===== src/common/scke_pkg.sv =====
// Shared constants for the clock-enable state control of a synchronous DRAM.
// Assumes one system clock at 125 MHz on both ends; the memory clock is driven by the controller.
// Overview of operation
// - In self-refresh, high clock-enable only starts exit
// - In power-down, high clock-enable only means exit
// - Rising clock-enable re-enables inputs without clock edge
// - Controller waits setup interval after exit condition
// - Low-power entry only with all banks idle
// - Falling clock-enable elsewhere starts suspend next cycle
// - Suspend holds while low, ends after rising
// - Suspend in recovery only after exit interval
// - Power-down held while low, rising exits idle
// - Other idle commands follow general command decoding
package scke_pkg;

    localparam int CLK_PERIOD_PS           = 8000;
    localparam int ROW_CYCLE_TIME_PS       = 60000;
    localparam int SELF_REFRESH_EXIT_TIME_PS = 70000;
    localparam int EXIT_SETUP_TIME_PS      = 1500;
    localparam int CLK_DIV_HALF            = 4;

    // Least times round up to whole cycles, never under one
    localparam int ROW_CYCLE_CYC =
        (ROW_CYCLE_TIME_PS + CLK_PERIOD_PS - 1) / CLK_PERIOD_PS;
    localparam int SREX_CYC =
        (SELF_REFRESH_EXIT_TIME_PS + CLK_PERIOD_PS - 1) / CLK_PERIOD_PS;
    localparam int SETUP_CYC_RAW =
        (EXIT_SETUP_TIME_PS + CLK_PERIOD_PS - 1) / CLK_PERIOD_PS;
    localparam int EXIT_SETUP_CYC = (SETUP_CYC_RAW < 1) ? 1 : SETUP_CYC_RAW;
    localparam int CNT_W = 8;

    // Command pin encodings {cs_n, ras_n, cas_n, we_n}
    localparam logic [3:0] CMD_NOP     = 4'h7;
    localparam logic [3:0] CMD_REFRESH = 4'h1;
    localparam logic [3:0] CMD_ACT     = 4'h3;
    localparam logic [3:0] CMD_READ    = 4'h5;

    typedef enum logic [2:0] {
        SCKE_IDLE      = 3'b000,
        SCKE_ACTIVE    = 3'b001,
        SCKE_SUSPEND   = 3'b011,
        SCKE_REFRESH   = 3'b010,
        SCKE_SELF_REF  = 3'b110,
        SCKE_SR_RECOV  = 3'b111,
        SCKE_PWR_DOWN  = 3'b101,
        SCKE_ILLEGAL   = 3'b100
    } scke_state_type;

    // Deselect, or ras_n and cas_n both high whatever we_n (no-operation included)
    function automatic logic scke_is_nop(input logic [3:0] cmd);
        scke_is_nop = cmd[3] | (cmd[2:1] == 2'b11);
    endfunction

endpackage


===== src/common/scke_if.sv =====
// Pin bundle between memory controller and memory device.
// Assumes the controller drives every signal; the device only listens.
`timescale 1ns/1ns
interface scke_if;
    logic       mem_clk;
    logic       cke;
    logic       cs_n;
    logic       ras_n;
    logic       cas_n;
    logic       we_n;

    modport ctrl (output mem_clk, output cke, output cs_n, output ras_n,
                  output cas_n, output we_n);
    modport dev  (input mem_clk, input cke, input cs_n, input ras_n,
                  input cas_n, input we_n);
endinterface


===== src/logic/scke_sync.sv =====
// Two-flop synchroniser for a pin level.
// Assumes the input is asynchronous to clk_i.
`timescale 1ns/1ns
module scke_sync #(
    parameter int W = 1
) (
    // Clock and reset
    input  wire logic         clk_i,
    input  wire logic         nrst_i,
    // Level
    input  wire logic [W-1:0] d_i,
    output logic      [W-1:0] q_o
);
    logic [W-1:0] meta;

    always_ff @(posedge clk_i or negedge nrst_i) begin
        if (!nrst_i) begin
            meta <= '0;
            q_o  <= '0;
        end else begin
            meta <= d_i;
            q_o  <= meta;
        end
    end
endmodule


===== src/logic/scke_dev.sv =====
// Memory device end: tracks the clock-enable state per memory clock edge.
// Assumes the controller keeps its own timing; pins sampled through synchronisers.
`timescale 1ns/1ns
module scke_dev
    import scke_pkg::*;
#(
    parameter int ROW_CYC = ROW_CYCLE_CYC
) (
    // Clock and reset
    input  wire logic           clk_i,
    input  wire logic           nrst_i,
    // Memory pins
    scke_if.dev                 mem,
    // Bank status from the array
    input  wire logic           banks_idle_i,
    input  wire logic           busy_done_i,
    // State report
    output scke_state_type      state_o,
    output logic                inputs_on_o,
    output logic                cmd_valid_o,
    output logic [3:0]          cmd_o,
    output logic                illegal_o
);
    logic [4:0]       pins_s;
    logic             clk_q;
    logic             cke_prev;
    logic             edge_seen;
    logic [CNT_W-1:0] rc_cnt;
    scke_state_type   state;
    scke_state_type   next_state;
    logic             next_illegal;
    logic [3:0]       cmd;
    logic             cke_now;

    scke_sync #(.W(5)) u_pins (
        .clk_i  (clk_i),
        .nrst_i (nrst_i),
        .d_i    ({mem.mem_clk, mem.cke, mem.cs_n, mem.ras_n, mem.cas_n}),
        .q_o    (pins_s)
    );

    logic we_s;
    logic we_m;
    always_ff @(posedge clk_i or negedge nrst_i) begin
        if (!nrst_i) begin
            we_m <= 1'b1;
            we_s <= 1'b1;
        end else begin
            we_m <= mem.we_n;
            we_s <= we_m;
        end
    end

    assign cmd     = {pins_s[2:0], we_s};
    assign cke_now = pins_s[3];

    ////////////////////////////////////////////////////////////////////////////
    // Memory clock edge detection
    always_ff @(posedge clk_i or negedge nrst_i) begin
        if (!nrst_i) begin
            clk_q <= 1'b0;
        end else begin
            clk_q <= pins_s[4];
        end
    end
    assign edge_seen = pins_s[4] & ~clk_q;

    always_ff @(posedge clk_i or negedge nrst_i) begin
        if (!nrst_i) begin
            cke_prev <= 1'b1;
        end else if (edge_seen) begin
            cke_prev <= cke_now;
        end
    end

    ////////////////////////////////////////////////////////////////////////////
    // Clock-enable state decoding
    always_comb begin
        next_state   = state;
        next_illegal = 1'b0;
        case (state)
            SCKE_SELF_REF: begin
                if (cke_prev && !cke_now) begin
                    next_state = SCKE_SELF_REF;
                end else if (!cke_prev && cke_now) begin
                    if (scke_is_nop(cmd)) begin
                        next_state = SCKE_SR_RECOV;
                    end else begin
                        next_illegal = 1'b1;
                    end
                end
            end
            SCKE_SR_RECOV: begin
                if (!scke_is_nop(cmd) && cke_prev) begin
                    next_illegal = 1'b1;
                end
                if (cke_prev && !cke_now) begin
                    next_illegal = next_illegal | (rc_cnt < CNT_W'(SREX_CYC));
                end else if (cke_prev && rc_cnt >= CNT_W'(ROW_CYC)) begin
                    next_state = SCKE_IDLE;
                end
            end
            SCKE_PWR_DOWN: begin
                if (!cke_prev && cke_now) begin
                    next_state = SCKE_IDLE;
                end
            end
            SCKE_IDLE: begin
                if (!cke_prev) begin
                    next_state = SCKE_PWR_DOWN;
                end else if (cmd == CMD_REFRESH) begin
                    next_state = cke_now ? SCKE_REFRESH : SCKE_SELF_REF;
                end else if (!banks_idle_i) begin
                    next_state = SCKE_ACTIVE;
                end
            end
            SCKE_REFRESH: begin
                if (rc_cnt >= CNT_W'(ROW_CYC)) begin
                    next_state = SCKE_IDLE;
                end
            end
            SCKE_ACTIVE: begin
                if (cke_prev && !cke_now) begin
                    next_state = SCKE_SUSPEND;
                end else if (busy_done_i && banks_idle_i) begin
                    next_state = SCKE_IDLE;
                end
            end
            SCKE_SUSPEND: begin
                if (!cke_prev && cke_now) begin
                    next_state = SCKE_ACTIVE;
                end
            end
            default: begin
                next_state = SCKE_IDLE;
            end
        endcase
    end

    always_ff @(posedge clk_i or negedge nrst_i) begin
        if (!nrst_i) begin
            state <= SCKE_IDLE;
        end else if (edge_seen) begin
            state <= next_state;
        end
    end

    always_ff @(posedge clk_i or negedge nrst_i) begin
        if (!nrst_i) begin
            illegal_o <= 1'b0;
        end else begin
            illegal_o <= edge_seen & next_illegal;
        end
    end

    always_ff @(posedge clk_i or negedge nrst_i) begin
        if (!nrst_i) begin
            rc_cnt <= '0;
        end else if (edge_seen) begin
            if (next_state != state) begin
                rc_cnt <= '0;
            end else if (rc_cnt != '1) begin
                rc_cnt <= rc_cnt + CNT_W'(1);
            end
        end
    end

    ////////////////////////////////////////////////////////////////////////////
    // Command hand-off and input buffer enable
    always_ff @(posedge clk_i or negedge nrst_i) begin
        if (!nrst_i) begin
            cmd_valid_o <= 1'b0;
            cmd_o       <= CMD_NOP;
        end else begin
            cmd_valid_o <= edge_seen & cke_prev & !next_illegal &
                           (state == SCKE_IDLE || state == SCKE_ACTIVE) &
                           !(state == SCKE_IDLE && cmd == CMD_REFRESH);
            cmd_o       <= cmd;
        end
    end

    // Buffers follow the clock-enable level itself, not a clock edge
    assign inputs_on_o = cke_now |
        !(state == SCKE_SELF_REF || state == SCKE_PWR_DOWN ||
          state == SCKE_SUSPEND);
    assign state_o = state;
endmodule


===== src/flat_wrapper.sv =====
// flat-port wrapper written by rule: the top's interface ports become plain ports
module scke_dev_flat import scke_pkg::*;
#(
    parameter int ROW_CYC = ROW_CYCLE_CYC
)
  (clk_i, nrst_i, banks_idle_i, busy_done_i, state_o, inputs_on_o, cmd_valid_o, cmd_o, illegal_o, mem_mem_clk, mem_cke, mem_cs_n, mem_ras_n, mem_cas_n, mem_we_n);
  scke_if mem_i ();
  input  wire logic clk_i;
  input  wire logic nrst_i;
  input  wire logic banks_idle_i;
  input  wire logic busy_done_i;
  output scke_state_type state_o;
  output logic inputs_on_o;
  output logic cmd_valid_o;
  output logic [3:0] cmd_o;
  output logic illegal_o;
  input wire logic [$bits(mem_i.mem_clk)-1:0] mem_mem_clk;
  input wire logic [$bits(mem_i.cke)-1:0] mem_cke;
  input wire logic [$bits(mem_i.cs_n)-1:0] mem_cs_n;
  input wire logic [$bits(mem_i.ras_n)-1:0] mem_ras_n;
  input wire logic [$bits(mem_i.cas_n)-1:0] mem_cas_n;
  input wire logic [$bits(mem_i.we_n)-1:0] mem_we_n;
  assign mem_i.mem_clk = mem_mem_clk;
  assign mem_i.cke = mem_cke;
  assign mem_i.cs_n = mem_cs_n;
  assign mem_i.ras_n = mem_ras_n;
  assign mem_i.cas_n = mem_cas_n;
  assign mem_i.we_n = mem_we_n;
  scke_dev #(.ROW_CYC(ROW_CYC)) u_core (.clk_i(clk_i), .nrst_i(nrst_i), .mem(mem_i), .banks_idle_i(banks_idle_i), .busy_done_i(busy_done_i), .state_o(state_o), .inputs_on_o(inputs_on_o), .cmd_valid_o(cmd_valid_o), .cmd_o(cmd_o), .illegal_o(illegal_o));
endmodule

===== config.mk =====
export PLATFORM = sky130hd
export DESIGN_NAME = scke_dev_flat
export DESIGN_NICKNAME = d
export VERILOG_FILES = /design/src/common/scke_pkg.sv /design/src/common/scke_if.sv /design/src/logic/scke_sync.sv /design/src/logic/scke_dev.sv /design/src/flat_wrapper.sv
export SDC_FILE = /design/constraint.sdc
export NUM_CORES = 1
export LEC_CHECK = 0
export BUFFER_PORTS_ARGS = -buffer_cell sky130_fd_sc_hd__clkbuf_2
export CAP_MARGIN = 10
export CELL_PAD_IN_SITES_DETAIL_PLACEMENT = 1
export CELL_PAD_IN_SITES_GLOBAL_PLACEMENT = 2
export CORE_ASPECT_RATIO = 1.2
export CORE_MARGIN = 3
export CORE_UTILIZATION = 39
export DETAILED_ROUTE_END_ITERATION = 6
export GPL_ROUTABILITY_DRIVEN = 0
export MAX_ROUTING_LAYER = met4
export PLACE_DENSITY_LB_ADDON = 0.3
export SLEW_MARGIN = 20
export SYNTH_ARGS = -nofsm -noshare
export SYNTH_HDL_FRONTEND = slang
export SYNTH_HIERARCHICAL = 1
export SYNTH_SLANG_ARGS = --single-unit

===== constraint.sdc =====
create_clock -name clk_i -period 5.4 [get_ports clk_i]
set_input_delay 0.81 -clock clk_i [delete_from_list [all_inputs] [get_ports clk_i]]
set_output_delay 0.81 -clock clk_i [all_outputs]
set_load 0.005 [all_outputs]

# After elaboration in Yosys (flattened, before gate mapping)
# Index checks and enable logic that the tools add are counted.
totals:
  register_bits: 31
  input_bits: 10
  out_inout_bits: 10
  word_cells: 76
op_classes:
  addsub: 1
  n_lt_le_gt_ge: 2
  eq_ne: 10
  mux: 24
  n_bitwise: 10
  reduce_logical: 18
op_table:
  columns: ["op", "n"]
  rows:
  - ["2-to-1 mux 3 bit", 14]
  - ["case mux 3 bit (7 select lines)", 1]
  - ["2-to-1 mux 8 bit", 2]
  - ["equality test 3 bit (second input constant)", 3]
  - ["adder 8 x 1 -> 8 bit (second input constant)", 1]
  - [">= comparator 8 x 4 -> 1 bit (second input constant)", 1]
  - ["less-than comparator 8 x 4 -> 1 bit (second input constant)", 1]
  - ["inequality test 8 bit (second input constant)", 1]
  - ["bitwise AND 1 bit", 6]
  - ["equality test 3 x 2 -> 1 bit (second input constant)", 2]
  - ["logical AND 1 bit", 6]
  - ["zero test 1 bit", 6]
  - ["2-to-1 mux 1 bit", 6]
  - ["equality test 4 x 1 -> 1 bit (second input constant)", 1]
  - ["equality test 3 x 1 -> 1 bit (second input constant)", 1]
  - ["zero test 3 bit", 1]
  - ["logical OR 1 bit", 3]
  - ["inequality test 3 bit", 1]
  - ["OR 1 bit", 3]
  - ["equality test 2 bit (second input constant)", 1]
  - ["case mux 1 bit (2 select lines)", 1]
  - ["AND reduction 2 bit", 1]
  - ["nonzero test 2 bit", 1]
  - ["NOT 1 bit", 1]

# Depth between registers and ports, before layout
logic_depth:
  depth_word: 13
  mapped_depth: 8
  mapped_depth_nobuf: 6

# By module
# The synthesis kept the hierarchy.
modules_own_cells:
  columns: ["mod", "instances", "cells_per_inst", "area_per_inst_um2", "seq_area_each_um2"]
  rows:
  - ["scke_dev", 1, 135, 1271.2, 533.0]
  - ["scke_sync", 1, 10, 250.2, 250.2]

# Worst setup path before layout
# Ideal clock, no wire load.
synth_timing:
  kind: "register to register"
  startpoint: "register u_core.we_s"
  endpoint: "register u_core.rc_cnt[0]"
  setup_ns: 0.082
  arrival_time_ns: 1.908
  required_time_ns: 5.318
  path_slack_ns: 3.409
  path_stages_with_launch: 7
  path_buffers: 0
  synth_period_minus_slack_ns: 1.991
  cell_sequence: "dfstp_2 or4b_1 o21ai_0 nor4_1 o32ai_2 a31oi_1 o22ai_1"
synth_via:
  elab_chain_cells: 7
  elab_cells_between_ends: 8
  cone_classes: "eq/ne: 2; mux: 4; reduce/logical: 2"
synth_rtl:
  columns: ["item", "line_no", "source"]
  rows:
  - ["start, declared", "scke_dev.sv:42", "logic we_s;"]
  - ["start signal, assigned", "scke_dev.sv:50", "we_s <= we_m;"]
  - ["equality test 4 x 1 -> 1 bit *", "scke_dev.sv:111", "end else if (cmd == CMD_REFRESH) begin"]
  - ["2-to-1 mux 3 bit *", "scke_dev.sv:111", null]
  - ["2-to-1 mux 3 bit *", "scke_dev.sv:109", "if (!cke_prev) begin"]
  - ["case mux 3 bit (7 select lines) *", "scke_dev.sv:81", "case (state)"]
  - ["inequality test 3 bit *", "scke_dev.sv:160", "if (next_state != state) begin"]
  - ["nonzero test 2 bit (no line)", null, null]
  - ["AND reduction 2 bit (no line)", null, null]
  - ["end signal, assigned", "scke_dev.sv:163", "rc_cnt <= rc_cnt + CNT_W'(1);"]
  - ["end, declared", "scke_dev.sv:28", "logic [CNT_W-1:0] rc_cnt;"]
# Every way passes the cells marked *; elsewhere a longest branch is shown, timed or not.
# A chain may end at the register's enable or synchronous reset.

# Worst setup path after layout
layout_timing:
  startpoint: "register u_core.cke_prev"
  endpoint: "register u_core.rc_cnt[0]"
layout_via:
  elab_chain_cells: 8
  elab_cells_between_ends: 17
  cone_classes: "eq/ne: 1; mux: 10; reduce/logical: 6"
layout_rtl:
  columns: ["item", "line_no", "source"]
  rows:
  - ["start, declared", "scke_dev.sv:26", "logic cke_prev;"]
  - ["start signal, assigned", "scke_dev.sv:72", "cke_prev <= cke_now;"]
  - ["zero test 1 bit", "scke_dev.sv:85, scke_dev.sv:104, scke_dev.sv:130", null]
  - ["logical AND 1 bit", "scke_dev.sv:85, scke_dev.sv:104, scke_dev.sv:130", null]
  - ["2-to-1 mux 3 bit", "scke_dev.sv:85", "end else if (!cke_prev && cke_now) begin"]
  - ["2-to-1 mux 3 bit", "scke_dev.sv:83", "if (cke_prev && !cke_now) begin"]
  - ["case mux 3 bit (7 select lines) *", "scke_dev.sv:81", null]
  - ["inequality test 3 bit *", "scke_dev.sv:160", null]
  - ["nonzero test 2 bit (no line)", null, null]
  - ["AND reduction 2 bit (no line)", null, null]
# Marks and branches as above.

==> summary.txt <==
Worst slack, placed - 2988 ps
Fin crit period - 2424 ps
Io pins - 20
Max-slew headroom - 41.80%
Placed Cells - 206
Period utilization - 44.88%
DRT iter0 DRCs - 72
Most common cell in the netlist - dfrtp_1
Synth area leaders - dfrtp_1, dfstp_2, o21ai_0
Dominant synthesized flop cell - dfrtp_1
Element type at the critical path end - flip-flop
Synth Area in Adders - 2.467%
PostCTS Resize Cnt - 0
Die span in x - 63.02 um
Pleak - 0.7061 nW
Pwr Density - 452.0 nW/um^2
CTS H-Tree Depth - 2
Slew Limit Fails - 0
Post-synth top cells - dfrtp_1, nand2_1, o21ai_0
Post-synth top area share - 41.12%
FF+latch count, synth - 31
Area of the multi-input gates - 655.6 um^2
Initial Util - 41.19%
Comb pwr share - 34.3%
Mux share of post-synthesis cell area - 0%
DR pass1 iterations - 4
Ant. Diodes - 0
CTS Buf Count - 5
Drc violations - 0
Setup TNS - 0 ps
Clock share of power - 23.0%
Seq pwr share - 42.8%
Vias - 1209
Worst reg-to-reg setup slack - 2980 ps
RSZ-0062 raised after global routing - no
Final net count - 174
YS warnings - 6
Seq. cell area - 783.3 um^2
Clock sink total - 31
CTS tree - built
CP startpoint kind - flip-flop
Finished Layout Cells - 214
Setup ws final - 2976 ps
Mapped Area - 1521 um^2
Share of cells above drive strength 1 - 25.31%
Post-Synthesis Cells - 145
Std-Cell Rows - 24
Post-CTS Hold Buffers - 0
Core area - 3694 um^2
VDD IR max - 0.0002159 V
Critical path class - flip-flop to flip-flop
Post-synthesis compound-gate area fraction - 20.31%
Setup violators final - 0
HP Start - u_core/u_pins/meta[2]
Post-DR vias/cell - 5.650
Switching share of power - 39.61%
P&R area growth vs syn - 12.17%
CTS Root Cell - clkbuf_8
Initial antenna violation count - 0
Arr. time, crit path - 2620 ps
Worst hold path type - flip-flop to flip-flop
Post-Synth Simple-Gate Area - 18.59%
WHS Path Cells - 0
Die Y - 74.42 um
Top cell type by total area after synthesis - dfrtp_1
Grt total ovfl - 0
Cell variety after synth - 51
Final hold vios - 0
Clk slew on worst S/H paths - 70 ps
Dpl hpwl - 2658 um
Max frequency - 0.4126 GHz
Register area share after synthesis - 51.48%
First-pass GRT wire length - 6196 um
Final Power - 0.0007714 W
Largest net degree at the start of global routing - 32
Worst hold endpoint - u_core/u_pins/q_o[2]
Largest family of logic cells by synthesized area - compound AO/OA/AOI/OAI gates
Async SR Flop Fraction - 100.0%
Sw power - 0.0003056 W
Vias in the first global route - 1233
Maxcap violations - 0
Skew final - 3.494 ps
Layout fillers - 439
Xor/xnor cell area share of the yosys netlist - 1.727%
I/O Buffers - 19
CP Data Required Time - 5600 ps
Worst R2R End - u_core/rc_cnt[0]
Clock buffer depth - 2
Max FO, Critical Path - 12
Post-synth EDFFs - 0
Final hold slack - 356.0 ps
Clk Latency, worst-skew pair - 280 ps
Postcts setup bufs - 0
Internal power - 0.0004658 W
GRT Overall Usage - 17.84%
ANT nets after route - 0
R2R Path Start - u_core/cke_prev
Drt total wl - 3656 um
Syn Nets - 158
Tightest Pin Transition - 871.2 ps
Die area - 4690 um^2
Mapped Avg Cell Area - 10.49 um^2
Status - finished clean
R2R depth - 6
Routed WL per cell - 17.08 um
==> sequential cells by signal, indices dropped and copies added (netlist names) <==
register,flops
u_core/clk_q,1
u_core/cmd_valid_o,1
u_core/we_s,1
u_core/u_pins/q_o,5
u_core/illegal_o,1
u_core/cmd_o,4
u_core/rc_cnt,8
u_core/state_o,3
u_core/we_m,1
u_core/u_pins/meta,5
u_core/cke_prev,1
==> routing by layer <==
layer,share of wire [%],vias up,GRT usage (%)
met5,0,-,-
li1,-,561,-
met1,41,622,19.48
met3,3.3,4,4.834
met2,55,22,32.00
met4,0.93,0,5.147
==> cell type report <==
class | count | share of cell area [%]
Tap cell | 52 | 3.812
Clock buffer | 5 | 4.032
Clock inverter | 3 | 1.173
Inverter | 5 | 1.100
Sequential cell | 31 | 45.89
Multi-Input combinational cell | 99 | 38.42
Timing Repair Buffer | 19 | 5.572
==> through the flow <==
step	utilization, %	area, um^2
2_1_floorplan	-	1521
3_3_place_gp	43.80	1618
3_5_place_dp	43.80	1618
4_1_cts	46.21	1707
5_1_grt	46.21	1707
6_report	46.21	1707
==> layout by cell type (no fill, tap or decap), types with 3 or more instances in the layout <==
cell type / netlist / final
nor3_1: 5 / 5
o31ai_1: 3 / 3
nand2b_1: 4 / 4
dfrtp_1: 25 / 25
o21ai_1: 3 / 3
ha_1: 3 / 3
nor2_1: 5 / 5
clkbuf_2: 1 / 19
nand3_1: 5 / 5
a21oi_1: 7 / 7
inv_1: 5 / 5
dfstp_2: 6 / 6
nand2_1: 12 / 12
o21ai_0: 9 / 9
clkbuf_8: 0 / 5
a31oi_1: 4 / 4
==> worst max path at each step <==
stage,start,to,slack [ps]
2_1_floorplan,u_core/we_s,u_core/rc_cnt[0],3410
3_3_place_gp,u_core/cke_prev,u_core/rc_cnt[1],3160
3_5_place_dp,u_core/cke_prev,u_core/rc_cnt[0],2990
4_1_cts,u_core/cke_prev,u_core/rc_cnt[0],2970
5_1_grt,u_core/cke_prev,u_core/rc_cnt[0],2890
6_report,u_core/cke_prev,u_core/rc_cnt[0],2980
==> power by group through the flow <==
stage          Combinational [W]  Sequential [W]  Clock, W
3_5_place_dp            0.000265        0.000334         0
2_1_floorplan           0.000241        0.000290         0
4_1_cts                 0.000267        0.000330  0.000183
5_1_grt                 0.000292        0.000337  0.000198
6_report                0.000265        0.000330  0.000177
3_3_place_gp            0.000256        0.000328         0
==> worst max-delay path, cell delays in order (launching register included) <==
cell	delay, ps
dfstp_2	640
or3b_2	480
o21ai_0	280
nor4_1	110
o32ai_2	460
a31oi_1	180
o22ai_1	190
==> logic make-up after synthesis <==
family	count (synthesis)
buffers and inverters	15
and+or+nand+nor	48
xor gates and xnor gates	3
AOI/OAI and AO/OA	45
DFF	31
adders and majority gates	3
(Power assumes the default switching activity.)
